`src/core/flash_ops_regs.svh`:
```
// Constants for the serial flash page/buffer command block.
// Assumes inclusion by bare name from core/.
`ifndef FLASH_OPS_REGS_SVH
`define FLASH_OPS_REGS_SVH
`define OP_SECREG_READ      8'h77
`define OP_XFER_BUF1        8'h53
`define OP_XFER_BUF2        8'h55
`define OP_COMP_BUF1        8'h60
`define OP_COMP_BUF2        8'h61
`define OP_REWRITE_BUF1     8'h58
`define OP_REWRITE_BUF2     8'h59
`define OP_STATUS_READ      8'hD7
`define SECREG_BYTES        128
`define SECREG_USER_LAST    63
`define ADDR_BYTES          3
`define STAT_READY_BIT      7
`define STAT_COMP_BIT       6
`define STAT_PAGE_BIT       0
`define PAGE_SIZE_264       1'b0
`define PAGE_SIZE_256       1'b1
`define IDX264_LSB          9
`define IDX256_LSB          8
`define SYS_CLK_MHZ         250
`define XFER_TIME_NS        200000
`define COMP_TIME_NS        200000
`define EP_TIME_NS          25000000
`define REWRITE_MAX         50000
`endif

```
`src/core/flash_ops_pkg.sv`:
```
// Types shared by both ends of the serial flash command link.
// Assumes nothing beyond a SystemVerilog compiler.
package flash_ops_pkg;
	typedef enum logic [2:0] {
		OP_NONE,
		OP_XFER,
		OP_COMP,
		OP_REWRITE,
		OP_RMW
	} array_op_e;
	typedef logic [10:0] page_t;
endpackage

```
`src/core/flash_link_if.sv`:
```
// Serial link between a flash host and the flash command block.
// Assumes a single sys_clk; the serial clock is a sampled level.
`timescale 1ns/1ps
interface flash_link_if;
	logic csHigh_b;
	logic sck;
	logic si;
	logic so;
	logic soOe;
	modport dev  (input csHigh_b, input sck, input si, output so, output soOe);
	modport host (output csHigh_b, output sck, output si, input so, input soOe);
endinterface

```
`src/core/flash_ops_dev.sv`:
```
// Device end: decodes serial commands, streams the security register,
// and runs timed transfer, compare and rewrite operations.
// Assumes sck is a slow level sampled on sys_clk, mode 0.
//
// What this block does
// - 77h plus three dummies streams security bytes
// - Past last byte, output data reads as zeros
// - Chip select high ends read, tristates output
// - 128 bytes: user 0-63, factory 64-127
// - 53h/55h transfer page to buffer 1/2
// - 264 format: 4 dummy, 11 index, 9 dummy
// - 256 format: 5 dummy, 11 index, 8 dummy
// - Page-size bit 0=264, 1=256 selects format
// - Host keeps select low while clocking command
// - Transfer starts on select rise; busy during time
// - 60h/61h compare page with buffer 1/2
// - Compare on select rise; busy compare time
// - Compare outcome written to status bit 6
// - Compare bit 0 match, 1 differ
// - Ready bit 7: 0 busy, 1 idle
// - 58h/59h rewrite page via buffer 1/2
// - Rewrite copies and reprograms; busy erase-program time
// - Host refreshes sector pages each 50000 operations; flash_ops_host keeps no count, REWRITE_MAX is unused
// - Data after rewrite address means read-modify-write
`timescale 1ns/1ps
`include "flash_ops_regs.svh"
module flash_ops_dev #(
	parameter int XFER_CYC = (`XFER_TIME_NS * `SYS_CLK_MHZ + 999) / 1000,
	parameter int COMP_CYC = (`COMP_TIME_NS * `SYS_CLK_MHZ + 999) / 1000,
	// Divide first: the full product overflows a 32-bit int
	parameter int EP_CYC   = (`EP_TIME_NS / 1000) * `SYS_CLK_MHZ
) (
	// Clock and reset
	input  wire logic          sys_clk,
	input  wire logic          rst_b,
	// Serial link
	flash_link_if.dev          link,
	// Configuration and array side
	input  wire logic          pageSize256,
	input  wire logic [1023:0] secRegImage,
	input  wire logic          pageMismatch,
	output logic               opStart,
	output flash_ops_pkg::array_op_e opKind,
	output logic               opBuf2,
	output flash_ops_pkg::page_t opPage,
	output logic               busy,
	output logic [7:0]         statusByte
);
	import flash_ops_pkg::*;

	logic        sckPrev;
	logic        csPrev;
	logic [5:0]  bitCnt;
	logic [7:0]  shiftIn;
	logic [7:0]  opcode;
	logic [23:0] addr;
	logic [2:0]  byteNum;
	logic        dataSeen;
	logic [7:0]  outByte;
	logic [7:0]  secIdx;
	logic [2:0]  outBit;
	logic        soReg;
	logic [31:0] timer;
	logic        compResult;
	array_op_e   runKind;
	array_op_e   pendOp;

	wire sckRise = link.sck & ~sckPrev & ~link.csHigh_b;
	wire sckFall = ~link.sck & sckPrev & ~link.csHigh_b;
	wire csRise  = link.csHigh_b & ~csPrev;
	wire byteDone = sckRise && (bitCnt[2:0] == 3'h7);
	wire [7:0] nextByte = {shiftIn[6:0], link.si};
	// Status repeats byte one; security data starts after the dummies
	wire streamOn = (opcode == `OP_SECREG_READ) && (byteNum > 3'(`ADDR_BYTES))
		|| (opcode == `OP_STATUS_READ) && (byteNum != 3'h0);

	function automatic page_t pick_page(input logic [23:0] a, input logic sz);
		return (sz == `PAGE_SIZE_256) ? a[`IDX256_LSB +: 11] : a[`IDX264_LSB +: 11];
	endfunction

	function automatic array_op_e decode_op(input logic [7:0] op, input logic data);
		unique case (op)
			`OP_XFER_BUF1, `OP_XFER_BUF2:       decode_op = OP_XFER;
			`OP_COMP_BUF1, `OP_COMP_BUF2:       decode_op = OP_COMP;
			`OP_REWRITE_BUF1, `OP_REWRITE_BUF2: decode_op = data ? OP_RMW : OP_REWRITE;
			default:                            decode_op = OP_NONE;
		endcase
	endfunction

	// Buffer 2 codes; the transfer pair breaks the low-bit pattern
	function automatic logic is_buf2(input logic [7:0] op);
		unique case (op)
			`OP_XFER_BUF2, `OP_COMP_BUF2, `OP_REWRITE_BUF2: is_buf2 = 1'b1;
			default:                                        is_buf2 = 1'b0;
		endcase
	endfunction

	assign pendOp = decode_op(opcode, dataSeen);

	always_ff @(posedge sys_clk) begin
		if (!rst_b) begin
			// Idle pin levels, so reset leaves no false edge
			sckPrev <= 1'b0;
			csPrev  <= 1'b1;
		end else begin
			sckPrev <= link.sck;
			csPrev  <= link.csHigh_b;
		end
	end

	// Input shifting and byte counting while selected
	always_ff @(posedge sys_clk) begin
		if (!rst_b || link.csHigh_b) begin
			bitCnt   <= '0;
			shiftIn  <= '0;
			byteNum  <= '0;
			dataSeen <= 1'b0;
			if (!rst_b) begin
				opcode <= '0;
				addr   <= '0;
			end
		end else if (sckRise) begin
			bitCnt  <= bitCnt + 6'h01;
			shiftIn <= nextByte;
			if (byteDone) begin
				if (byteNum == 3'h0)
					opcode <= nextByte;
				else if (byteNum <= 3'(`ADDR_BYTES))
					addr <= {addr[15:0], nextByte};
				else
					dataSeen <= 1'b1;
				if (byteNum != 3'h7)
					byteNum <= byteNum + 3'h1;
			end
		end
	end

	// Output stream: security register or status
	always_ff @(posedge sys_clk) begin
		if (!rst_b || link.csHigh_b) begin
			secIdx  <= '0;
			outBit  <= '0;
			soReg   <= 1'b0;
		end else if (sckFall && streamOn) begin
			outBit <= outBit + 3'h1;
			soReg  <= outByte[3'h7 - outBit];
			if (outBit == 3'h7 && secIdx != 8'hFF)
				secIdx <= secIdx + 8'h01;
		end
	end

	always_comb begin
		if (opcode == `OP_STATUS_READ)
			outByte = statusByte;
		else if (secIdx < 8'(`SECREG_BYTES))
			outByte = secRegImage[secIdx[6:0]*8 +: 8];
		// Past the last byte the host gets zeros
		else
			outByte = 8'h00;
	end

	assign link.so   = soReg;
	assign link.soOe = ~link.csHigh_b && streamOn;

	// Array operation launch and timing
	// Commands landing while busy are dropped, not queued
	always_ff @(posedge sys_clk) begin
		opStart <= 1'b0;
		if (!rst_b) begin
			busy       <= 1'b0;
			timer      <= '0;
			runKind    <= OP_NONE;
			compResult <= 1'b0;
			opKind     <= OP_NONE;
			opBuf2     <= 1'b0;
			opPage     <= '0;
		end else if (busy) begin
			// Runs down to one so busy spans exactly the loaded count
			if (timer <= 32'h1) begin
				busy <= 1'b0;
				if (runKind == OP_COMP)
					compResult <= pageMismatch;
			end else begin
				timer <= timer - 32'h1;
			end
		end else if (csRise && byteNum > 3'(`ADDR_BYTES)
			&& pendOp != OP_NONE) begin
			busy    <= 1'b1;
			opStart <= 1'b1;
			runKind <= pendOp;
			opKind  <= pendOp;
			opBuf2  <= is_buf2(opcode);
			opPage  <= pick_page(addr, pageSize256);
			unique case (pendOp)
				OP_XFER: timer <= 32'(XFER_CYC);
				OP_COMP: timer <= 32'(COMP_CYC);
				default: timer <= 32'(EP_CYC);
			endcase
		end
	end

	always_comb begin
		statusByte = 8'h00;
		statusByte[`STAT_READY_BIT] = ~busy;
		statusByte[`STAT_COMP_BIT]  = compResult;
		statusByte[`STAT_PAGE_BIT]  = pageSize256;
	end
endmodule

```
`src/flat_wrapper.sv`:
```
// flat-port wrapper written by rule: the top's interface ports become plain ports
module flash_ops_dev_flat import flash_ops_pkg::*;
#(
	parameter int XFER_CYC = (`XFER_TIME_NS * `SYS_CLK_MHZ + 999) / 1000,
	parameter int COMP_CYC = (`COMP_TIME_NS * `SYS_CLK_MHZ + 999) / 1000,
	                                                        
	parameter int EP_CYC   = (`EP_TIME_NS / 1000) * `SYS_CLK_MHZ
)
  (sys_clk, rst_b, pageSize256, secRegImage, pageMismatch, opStart, opKind, opBuf2, opPage, busy, statusByte, link_csHigh_b, link_sck, link_si, link_so, link_soOe);
  flash_link_if link_i ();
  input  wire logic sys_clk;
  input  wire logic rst_b;
  input  wire logic pageSize256;
  input  wire logic [1023:0] secRegImage;
  input  wire logic pageMismatch;
  output logic opStart;
  output flash_ops_pkg::array_op_e opKind;
  output logic opBuf2;
  output flash_ops_pkg::page_t opPage;
  output logic busy;
  output logic [7:0] statusByte;
  input wire logic [$bits(link_i.csHigh_b)-1:0] link_csHigh_b;
  input wire logic [$bits(link_i.sck)-1:0] link_sck;
  input wire logic [$bits(link_i.si)-1:0] link_si;
  output wire logic [$bits(link_i.so)-1:0] link_so;
  output wire logic [$bits(link_i.soOe)-1:0] link_soOe;
  assign link_i.csHigh_b = link_csHigh_b;
  assign link_i.sck = link_sck;
  assign link_i.si = link_si;
  assign link_so = link_i.so;
  assign link_soOe = link_i.soOe;
  flash_ops_dev #(.XFER_CYC(XFER_CYC), .COMP_CYC(COMP_CYC), .EP_CYC(EP_CYC)) u_core (.sys_clk(sys_clk), .rst_b(rst_b), .link(link_i), .pageSize256(pageSize256), .secRegImage(secRegImage), .pageMismatch(pageMismatch), .opStart(opStart), .opKind(opKind), .opBuf2(opBuf2), .opPage(opPage), .busy(busy), .statusByte(statusByte));
endmodule
```
`config.mk`:
```
export PLATFORM = sky130hd
export DESIGN_NAME = flash_ops_dev_flat
export DESIGN_NICKNAME = d
export VERILOG_FILES = /design/src/core/flash_ops_pkg.sv /design/src/core/flash_link_if.sv /design/src/core/flash_ops_dev.sv /design/src/flat_wrapper.sv
export VERILOG_INCLUDE_DIRS = /design/src /design/src/core
export SDC_FILE = /design/constraint.sdc
export NUM_CORES = 1
export LEC_CHECK = 0
export ABC_AREA = 1
export BUFFER_PORTS_ARGS = -buffer_cell sky130_fd_sc_hd__buf_4
export CAP_MARGIN = 20
export CORE_AREA = 5 5 403 405
export CTS_BUF_LIST = sky130_fd_sc_hd__clkbuf_16
export DETAILED_ROUTE_END_ITERATION = 12
export DIE_AREA = 0 0 408 410
export GPL_ROUTABILITY_DRIVEN = 0
export PLACE_DENSITY_LB_ADDON = 0.12
export SYNTH_ARGS = -nofsm -noshare
export SYNTH_HDL_FRONTEND = slang
export SYNTH_SLANG_ARGS = --single-unit
```
`constraint.sdc`:
```
create_clock -name sys_clk -period 5.7 [get_ports sys_clk]
set_input_delay 1.14 -clock sys_clk [delete_from_list [all_inputs] [get_ports sys_clk]]
set_output_delay 1.14 -clock sys_clk [all_outputs]
set_load 0.005 [all_outputs]
```
### Word level (Yosys, flattened, before mapping)

Cells that the tools add are included.

* bits in writable memories: 0
* logic and storage cells: 120
* memory bits (read-only): 0
* bits in latches: 0
* input port bits: 1031
* output and inout bits: 27
* memories: 0
* flip-flop bits (word level): 109

* bitwise gates (word level): 13
* reduce and logical (&&, ||, !) cells: 33
* multipliers: 0
* add/subtract/negate cells: 6
* muxes and demuxes: 26
* eq/ne operators: 18
* shifts and indexed selects: 1
* order comparisons: 5
* div/mod/pow operators: 0

Operators with widths (number)
* $shiftx A1024 B11 Y8: 1
* $mux W20: 6
* $mux W32: 3
* $eq A8 B7 Y1 const B: 7
* $mux W8: 7
* $le A32 B1 Y1 const B: 1
* $sub A32 B1 Y32 const B: 1
* $mux W23: 1
* $mux W11: 1
* $reduce_bool A2 Y1: 5
* $reduce_or A2 Y1: 5
* $pmux W3 S3: 1
* $add A8 B1 Y8 const B: 1
* $eq A8 B8 Y1 const B: 1
* $logic_and A1 B1 Y1: 8
* $lt A8 B8 Y1 const B: 1
* $ne A8 B8 Y1 const B: 1
* $not A1 Y1: 8
* $reduce_and A4 Y1: 2
* $add A3 B1 Y3 const B: 2
* $add A6 B1 Y6 const B: 1
* $eq A3 B2 Y1 const B: 2
* $eq A3 B3 Y1 const B: 2
* $reduce_and A2 Y1: 3
* other kinds (19): 31

### Logic depth before layout (Yosys ltp)

Gate-level depths: netlist (run 1).

* depth in word-level cells: 8
* gate-level depth with buffers: 22
* gate-level depth less buffers: 20

### Least setup slack after synthesis (run 1)

OpenSTA, ideal clock, no wires.

* kind: input port to flip-flop
* from: in link_sck
* to: reg u_core.addr[0], enable pin
* library setup time: 0.454 ns
* path buffers: 0
* data arrival time: 3.792 ns
* cell stages on the path: 6
* data required time: 5.246 ns
* path slack: 1.454 ns
* cells stage by stage: inv_1 -> nor2_1 -> inv_1 -> nor2_1 -> nand2_1 -> o41ai_1

* longest elaborated chain between the ends: 5
* elaborated cells on any way between the ends: 6

Ends and longest elaborated chain
* from (decl): RTL line flat_wrapper.sv:23 `input wire logic [$bits(link_i.sck)-1:0] link_sck;`
* $and A1 B1 Y1 (*) (2 in a row): RTL line flash_ops_dev.sv:68 `wire sckRise = link.sck & ~sckPrev & ~link.csHigh_b;`
* $logic_and A1 B1 Y1: RTL line flash_ops_dev.sv:71 `wire byteDone = sckRise && (bitCnt[2:0] == 3'h7);`
* $reduce_bool A2 Y1 (no source line)
* $reduce_and A5 Y1 (no source line) (*)
* to (signal assigned): RTL line flash_ops_dev.sv:129 `addr <= {addr[15:0], nextByte};`
* to (decl): RTL line flash_ops_dev.sv:56 `logic [23:0] addr;`

Mark *: on every way between the ends. The rest lies on a longest branch, timed or not.
A chain may end at the register's enable or synchronous reset.

### Final worst setup path (run 1)

* from: reg u_core.secIdx[1]
* to: reg u_core.soReg, in the netlist u_core.link.so

* longest elaborated chain between the ends: 5
* elaborated cells on any way between the ends: 6

Ends and longest elaborated chain
* from (decl): RTL line flash_ops_dev.sv:60 `logic [7:0] secIdx;`
* from (signal assigned): RTL line flash_ops_dev.sv:148 `secIdx <= secIdx + 8'h01;`
* $shiftx A1024 B11 Y8 / $lt A8 B8 Y1 (equally long branches): RTL line flash_ops_dev.sv:156, flash_ops_dev.sv:155
* $mux W8 (*): RTL line flash_ops_dev.sv:155 `` else if (secIdx < 8'(`SECREG_BYTES)) ``
* $mux W8 (*): RTL line flash_ops_dev.sv:153 `` if (opcode == `OP_STATUS_READ) ``
* $bmux W1 S3 (*): RTL line flash_ops_dev.sv:146 `soReg <= outByte[3'h7 - outBit];`
* $mux W1 (not written as such) (*): RTL line flash_ops_dev.sv:146
* to (signal assigned): RTL line flash_ops_dev.sv:146
* to (decl): RTL line flash_ops_dev.sv:62 `logic soReg;`

Mark *: on every way between the ends. The rest lies on a longest branch, timed or not. The select of a mux whose other input is x is not followed.

==> flow_summary.ini, run 1 <==
[grt]
grtUsageTotal = 0.182
grt_pass1_vias = 25292
grtUsageMet3 = 0.0358
busiest_layer = met2
grt_max_degree = 147
antenna_found_initial = 43
grt_overflow_total = 0
grt_pass1_wl_mm = 214
use_met2 = 0.340
use_met1 = 0.222

[detailed_routing]
first_pass_iters = 7
wl_per_cell_um = 25.9
drcViolationCount = 0
via_per_inst = 3.93
antenna_left = 0
drt_wl_total_mm = 160
drt_iter0_drc = 1522
vias = 24269

[pwr]
vdd_drop_max_mv = 0.135
internal_power_mw = 1.65
leakagePower_nw = 12.9
powerDensity_nw_per_um2 = 91.8
swShare = 0.313
p_sw_uw = 753
pwr-share-comb = 0.384
p_seq_frac = 0.328
power.share.clock = 0.288

[worst_setup_path]
required_ns = 6.02
r2r_end = u_core.link.so
crit_type = register to register
r2r_slack_ns = 1.54
cp.arrival_ns = 4.48
cp-start-kind = register
worstPathMaxFanout = 70
rr_startpoint = u_core.secIdx[1]
worstSetupEndpointType = register
r2r_cells = 17

[floorplan]
io_pins = 1058
die_area_um2 = 167000
die_x_um = 408
die_h_um = 410
initial_core_util = 0.101
fp-row-count = 146
core-area_um2 = 158000

[run]
maxCapViolations = 0

[clocking]
cts_setup_buffers = 0
cts_tree = built
cts_max_path_buffers = 2
cts.sinks = 106
h-tree-depth = 3
ctsHoldBuffers = 0
clockRootBuffer = clkbuf_16
clock_latency_ns = 0.38
cts_buffers = 9
cts_resized = 0
path_clk_slew_ns = 0.10

[synthesis]
ys_ff_latch = 106
synth.area.top_cells = nand2_1 20%, nor2_1 18%, o21ai_0 12%
synth.distinct_cells = 45
async_reset_ff_frac = 0
yosysWarnings = 0
synth_edf_count = 28
ys_seq_area_frac = 0.151
syn_area_um2 = 15900
avgSynthCellArea_um2 = 4.96
synth_top_area_share = 0.202
syn_inst = 3207
netlist_top_cells_count = 856 x nand2_1, 749 x nor2_1, 374 x o21ai_0
synth-main-ff-cell = dfxtp_1
synth.most_common_cell = nand2_1
synth_area_leader_cell = nand2_1

[sta]
worstMarginPinSlew_ns = 0.971
finalMaxSlewViolations = 0
fmax_ghz = 0.240
finalHoldViolations = 0
timing.hold.ws_ns = 0.456
min_period_ns = 4.16
finalCritPeriodShare = 0.730
tns_ns = 0
rsz0062_at_grt = false
skew_ns = 0.0168
relSlewSlack = 0.351
setup_viol = 0
finalWorstSetupSlack_ns = 1.54

[worst_hold_path]
holdPathEnd = u_core.timer[31]
worstHoldStart = u_core.timer[31]
min_path_type = register to register
hold_depth = 1

[finish]
nets = 5134
drive_above_1_share = 0.281
syn_to_final_growth_pct = 64.6
n_fill_cell = 18876

[place]
post-dp-hpwl_mm = 133
io_buffers = 1052
place_ws_ns = 1.27

[run_status]
outcome = finished, final reports clean
[sequential cells by signal (all words and copies together) (netlist names)]
register           count
u_core.timer          32
u_core.addr           20
u_core.opPage         11
u_core.opcode          8
u_core.secIdx          8
u_core.shiftIn         7
u_core.bitCnt          3
u_core.byteNum         3
u_core.opKind          3
u_core.outBit          3
u_core.busy            1
u_core.compResult      1
u_core.csPrev          1
u_core.dataSeen        1
u_core.link.so         1
u_core.opBuf2          1
u_core.opStart         1
u_core.sckPrev         1
[per-layer routing]
metal  vias up  routed length [µm]
li1      12018                   -
met2       785               82500
met1     11383               67300
met3        65                9050
met4        18                1090
met5         -                 107
[critical path, cell delays in order, from the launching register on]
cell	delay, ns
dfxtp_4	0.98
inv_8	0.39
buf_12	0.36
nor2_1	0.12
o21ai_0	0.09
nand3_1	0.28
nand2_1	0.30
nor2_1	0.25
nor2_1	0.06
nor2_1	0.39
nand3_1	0.13
nand3_1	0.11
nand2_1	0.09
a21oi_1	0.13
nand2_1	0.07
nand3_1	0.08
nand2_1	0.05
inv_1	0.05
[final cells by class]
class	count	area [µm²]	area share
flip-flops and latches	106	2410	0.0922
repair buffers	1104	8400	0.321
inverters	277	1060	0.0406
multi-input cells	2594	11400	0.434
clock inverters	7	91.3	0.00349
well taps	2072	2590	0.0990
diodes	11	27.5	0.00105
clock buffers	9	225	0.00860
[power groups by stage]
stage                     clock, mW  sequential, mW  combinational (mW)
after floorplan                   0           0.805               0.225
after global placement            0           0.805               0.937
after detailed placement          0           0.805               0.939
after CTS                     0.745           0.788               0.943
after global routing          0.763           0.789                1.01
final                         0.693           0.788               0.922
[logic make-up after synthesis]
logic type               Yosys count  share of synthesized area
flip-flops                       106                      0.151
AND/OR/NAND/NOR                 1970                      0.498
other                              1                   0.000236
XOR/XNOR                           3                    0.00165
AO/OA/AOI/OAI                    605                      0.203
buffers and inverters            511                      0.137
adder cells (fa/ha/maj)           11                    0.00865
[layout by cell type (no fill, tap or decap), drive strengths merged]
cell type  count
or2           10
xor2           2
dfxtp         78
or4            1
a21o           1
clkinv         8
a21boi         1
o22ai          9
o41ai          1
nor3          18
o21a           3
a31oi         13
xnor2          1
nand4         12
nand3b         1
ha            11
buf         1104
nor4           3
edfxtp        28
nor2         751
conb           5
a21oi        110
o21ai        403
nor3b          2
a211oi         5
inv          276
clkbuf         9
nand3        313
o211ai        57
nand2        858
diode         11
o31ai          1
a32o           1
and3           1
[through the flow]
stage,cells,total power [mW],area (µm²),utilization
after floorplan,3211,1.03,15900,-
after global placement,6152,1.74,25800,0.163
after detailed placement,6153,1.74,25800,0.164
after CTS,6169,2.48,26200,0.166
after global routing,6176,2.57,26200,0.166
final,6180,2.40,26200,0.166
[worst max-delay path by stage]
stage | from | endpoint | cells past startpoint
6_report | u_core.secIdx[1] | u_core.link.so | 17
5_1_grt | u_core.secIdx[1] | u_core.link.so | 17
4_1_cts | u_core.secIdx[1] | u_core.link.so | 17
3_5_place_dp | u_core.secIdx[1] | u_core.link.so | 17
2_1_floorplan | link_sck | u_core.addr[0] | 6
3_3_place_gp | u_core.secIdx[1] | u_core.link.so | 17
(Power assumes the default switching activity.)
==> run 2: changes to the inputs <==
--- a/config.mk
+++ b/config.mk
@@ -9,10 +9,10 @@
 export ABC_AREA = 1
 export BUFFER_PORTS_ARGS = -buffer_cell sky130_fd_sc_hd__buf_4
 export CAP_MARGIN = 20
-export CORE_AREA = 5 5 403 405
+export CORE_AREA = 5 5 412 414
 export CTS_BUF_LIST = sky130_fd_sc_hd__clkbuf_16
 export DETAILED_ROUTE_END_ITERATION = 12
-export DIE_AREA = 0 0 408 410
+export DIE_AREA = 0 0 417 419
 export GPL_ROUTABILITY_DRIVEN = 0
 export PLACE_DENSITY_LB_ADDON = 0.12
 export SYNTH_ARGS = -nofsm -noshare
==> constraint.sdc (replaced) <==
create_clock -name sys_clk -period 3.5 [get_ports sys_clk]
set_input_delay 0.7 -clock sys_clk [delete_from_list [all_inputs] [get_ports sys_clk]]
set_output_delay 0.7 -clock sys_clk [all_outputs]
set_load 0.005 [all_outputs]
==> run 2 against run 1 <==
Maximum frequency rose by 33%. Critical path depth decreased by 1. Global-route usage down 0.82 points. Critical path type unchanged. Worst hold slack lost 0.0062 ns. Final cell count is 3.2% higher. Non-clock buffer count rose by 62. Critical endpoint unchanged. First-iteration DRC count is 2.7% higher. Register-to-register slack worse by 1.2 ns. Highest routed layer unchanged. Largest cell class unchanged. Largest power group unchanged. Clock power increased by 69%. Sequential power rose by 62%. Total power increased by 65%.
==> flow_summary.ini, run 2 (synthesized netlist as in run 1, its figures left out) <==
[grt]
grt_overflow_total = 0
antenna_found_initial = 46
grt_pass1_wl_mm = 212
grtUsageTotal = 0.173
grt_pass1_vias = 24970
grt_max_degree = 76

[detailed_routing]
via_per_inst = 3.86
antenna_left = 0
vias = 24627
wl_per_cell_um = 25.1
drt_wl_total_mm = 160
first_pass_iters = 5
drt_iter0_drc = 1563
drcViolationCount = 0

[finish]
layoutNonFillerInstCount = 6378
syn_to_final_growth_pct = 70.3
top_regs = u_core.timer (32), u_core.addr (20), u_core.opPage (11)
regArea_um2 = 2410
final_common_cell = buf_4
largest_reg_flops = 32
n_fill_cell = 19851
mostFrequentLayoutCells = 1137 x buf_4, 855 x nand2_1, 747 x nor2_1, 374 x o21ai_0, 313 x nand3_1
regMostFlops = u_core.timer
nets = 5196
multiInputGateArea_um2 = 11400
drive_above_1_share = 0.292

[clocking]
ctsHoldBuffers = 0
cts_tree = built
h-tree-depth = 3
clockRootBuffer = clkbuf_16
cts_max_path_buffers = 2
cts.sinks = 106
cts_setup_buffers = 0
cts_buffers = 9
path_clk_slew_ns = 0.09
clock_latency_ns = 0.39
cts_resized = 0

[worst_setup_path]
cp.arrival_ns = 3.47
required_ns = 3.85
worstSetupEndpointType = register
worstPathMaxFanout = 51
crit_type = register to register
cp-start-kind = register

[sta]
min_period_ns = 3.13
timing.hold.ws_ns = 0.450
finalMaxSlewViolations = 0
relSlewSlack = 0.289
fmax_ghz = 0.320
setup_viol = 0
finalHoldViolations = 0
skew_ns = 0.0200
rsz0062_at_grt = false
tns_ns = 0
worstMarginPinSlew_ns = 1.06
finalCritPeriodShare = 0.893

[place]
placedCellCount = 6347
io_buffers = 1052
post-dp-hpwl_mm = 135

[floorplan]
die_area_um2 = 175000
io_pins = 1058
initial_core_util = 0.0959
fp-row-count = 150
core-area_um2 = 166000
die_x_um = 417
die_h_um = 419

[run_status]
outcome = finished, final reports clean

[pwr]
vdd_drop_max_mv = 0.173
leakagePower_nw = 13.3
fin_total_pwr_mw = 3.95
powerDensity_nw_per_um2 = 146

[worst_hold_path]
min_path_type = register to register

[run]
maxCapViolations = 0
[run 2: stage by stage]
| stage | setup slack (ns) | util | cell area (µm²) |
|---|---|---|---|
| after floorplan | 0.645 | - | 15900 |
| after detailed placement | 0.369 | 0.161 | 26700 |
| after global placement | 0.284 | 0.161 | 26700 |
| after CTS | 0.346 | 0.163 | 27000 |
| after global routing | 0.189 | 0.163 | 27100 |
| final | 0.373 | 0.163 | 27100 |
[run 2: cell type report]
type,count,share of cell area
multi-input combinational,2594,0.420
timing repair buffer,1166,0.337
tap,2204,0.102
sequential,106,0.0892
inverter,277,0.0392
clock buffer,9,0.00831
clock inverter,7,0.00346
antenna,15,0.00139
[run 2: path summary, 6_finish.rpt]
kind                    start               end  slack (ns)  cells past startpoint
max          u_core.secIdx[0]    u_core.link.so        0.37                     16
min          u_core.timer[31]  u_core.timer[31]        0.45                      1
max reg2reg  u_core.secIdx[0]    u_core.link.so        0.37                     16
min reg2reg  u_core.timer[31]  u_core.timer[31]        0.45                      1
[run 2: worst max-delay path, stage by stage (launching register included)]
cell      delay, ns
dfxtp_4        0.42
buf_12         0.30
buf_12         0.29
o21ai_0        0.17
o211ai_1       0.69
nand3_1        0.32
nand2_1        0.12
nand2_1        0.05
nand2_1        0.06
nand2_1        0.06
nand3_1        0.10
nand2_1        0.07
a21oi_1        0.12
nand2_1        0.07
nand3_1        0.07
nand2_1        0.05
inv_1          0.04
[run 2: report_power, final]
part | internal (mW) | switching, mW
clock | 0.578 | 0.588
combinational | 0.898 | 0.608
sequential | 1.27 | 0.00886
[run 2: per-layer routing]
metal / track usage / wire length, µm
met5: 0 / 119
met4: 0.0234 / 2090
met1: 0.208 / 66000
met2: 0.328 / 83900
met3: 0.0305 / 7760
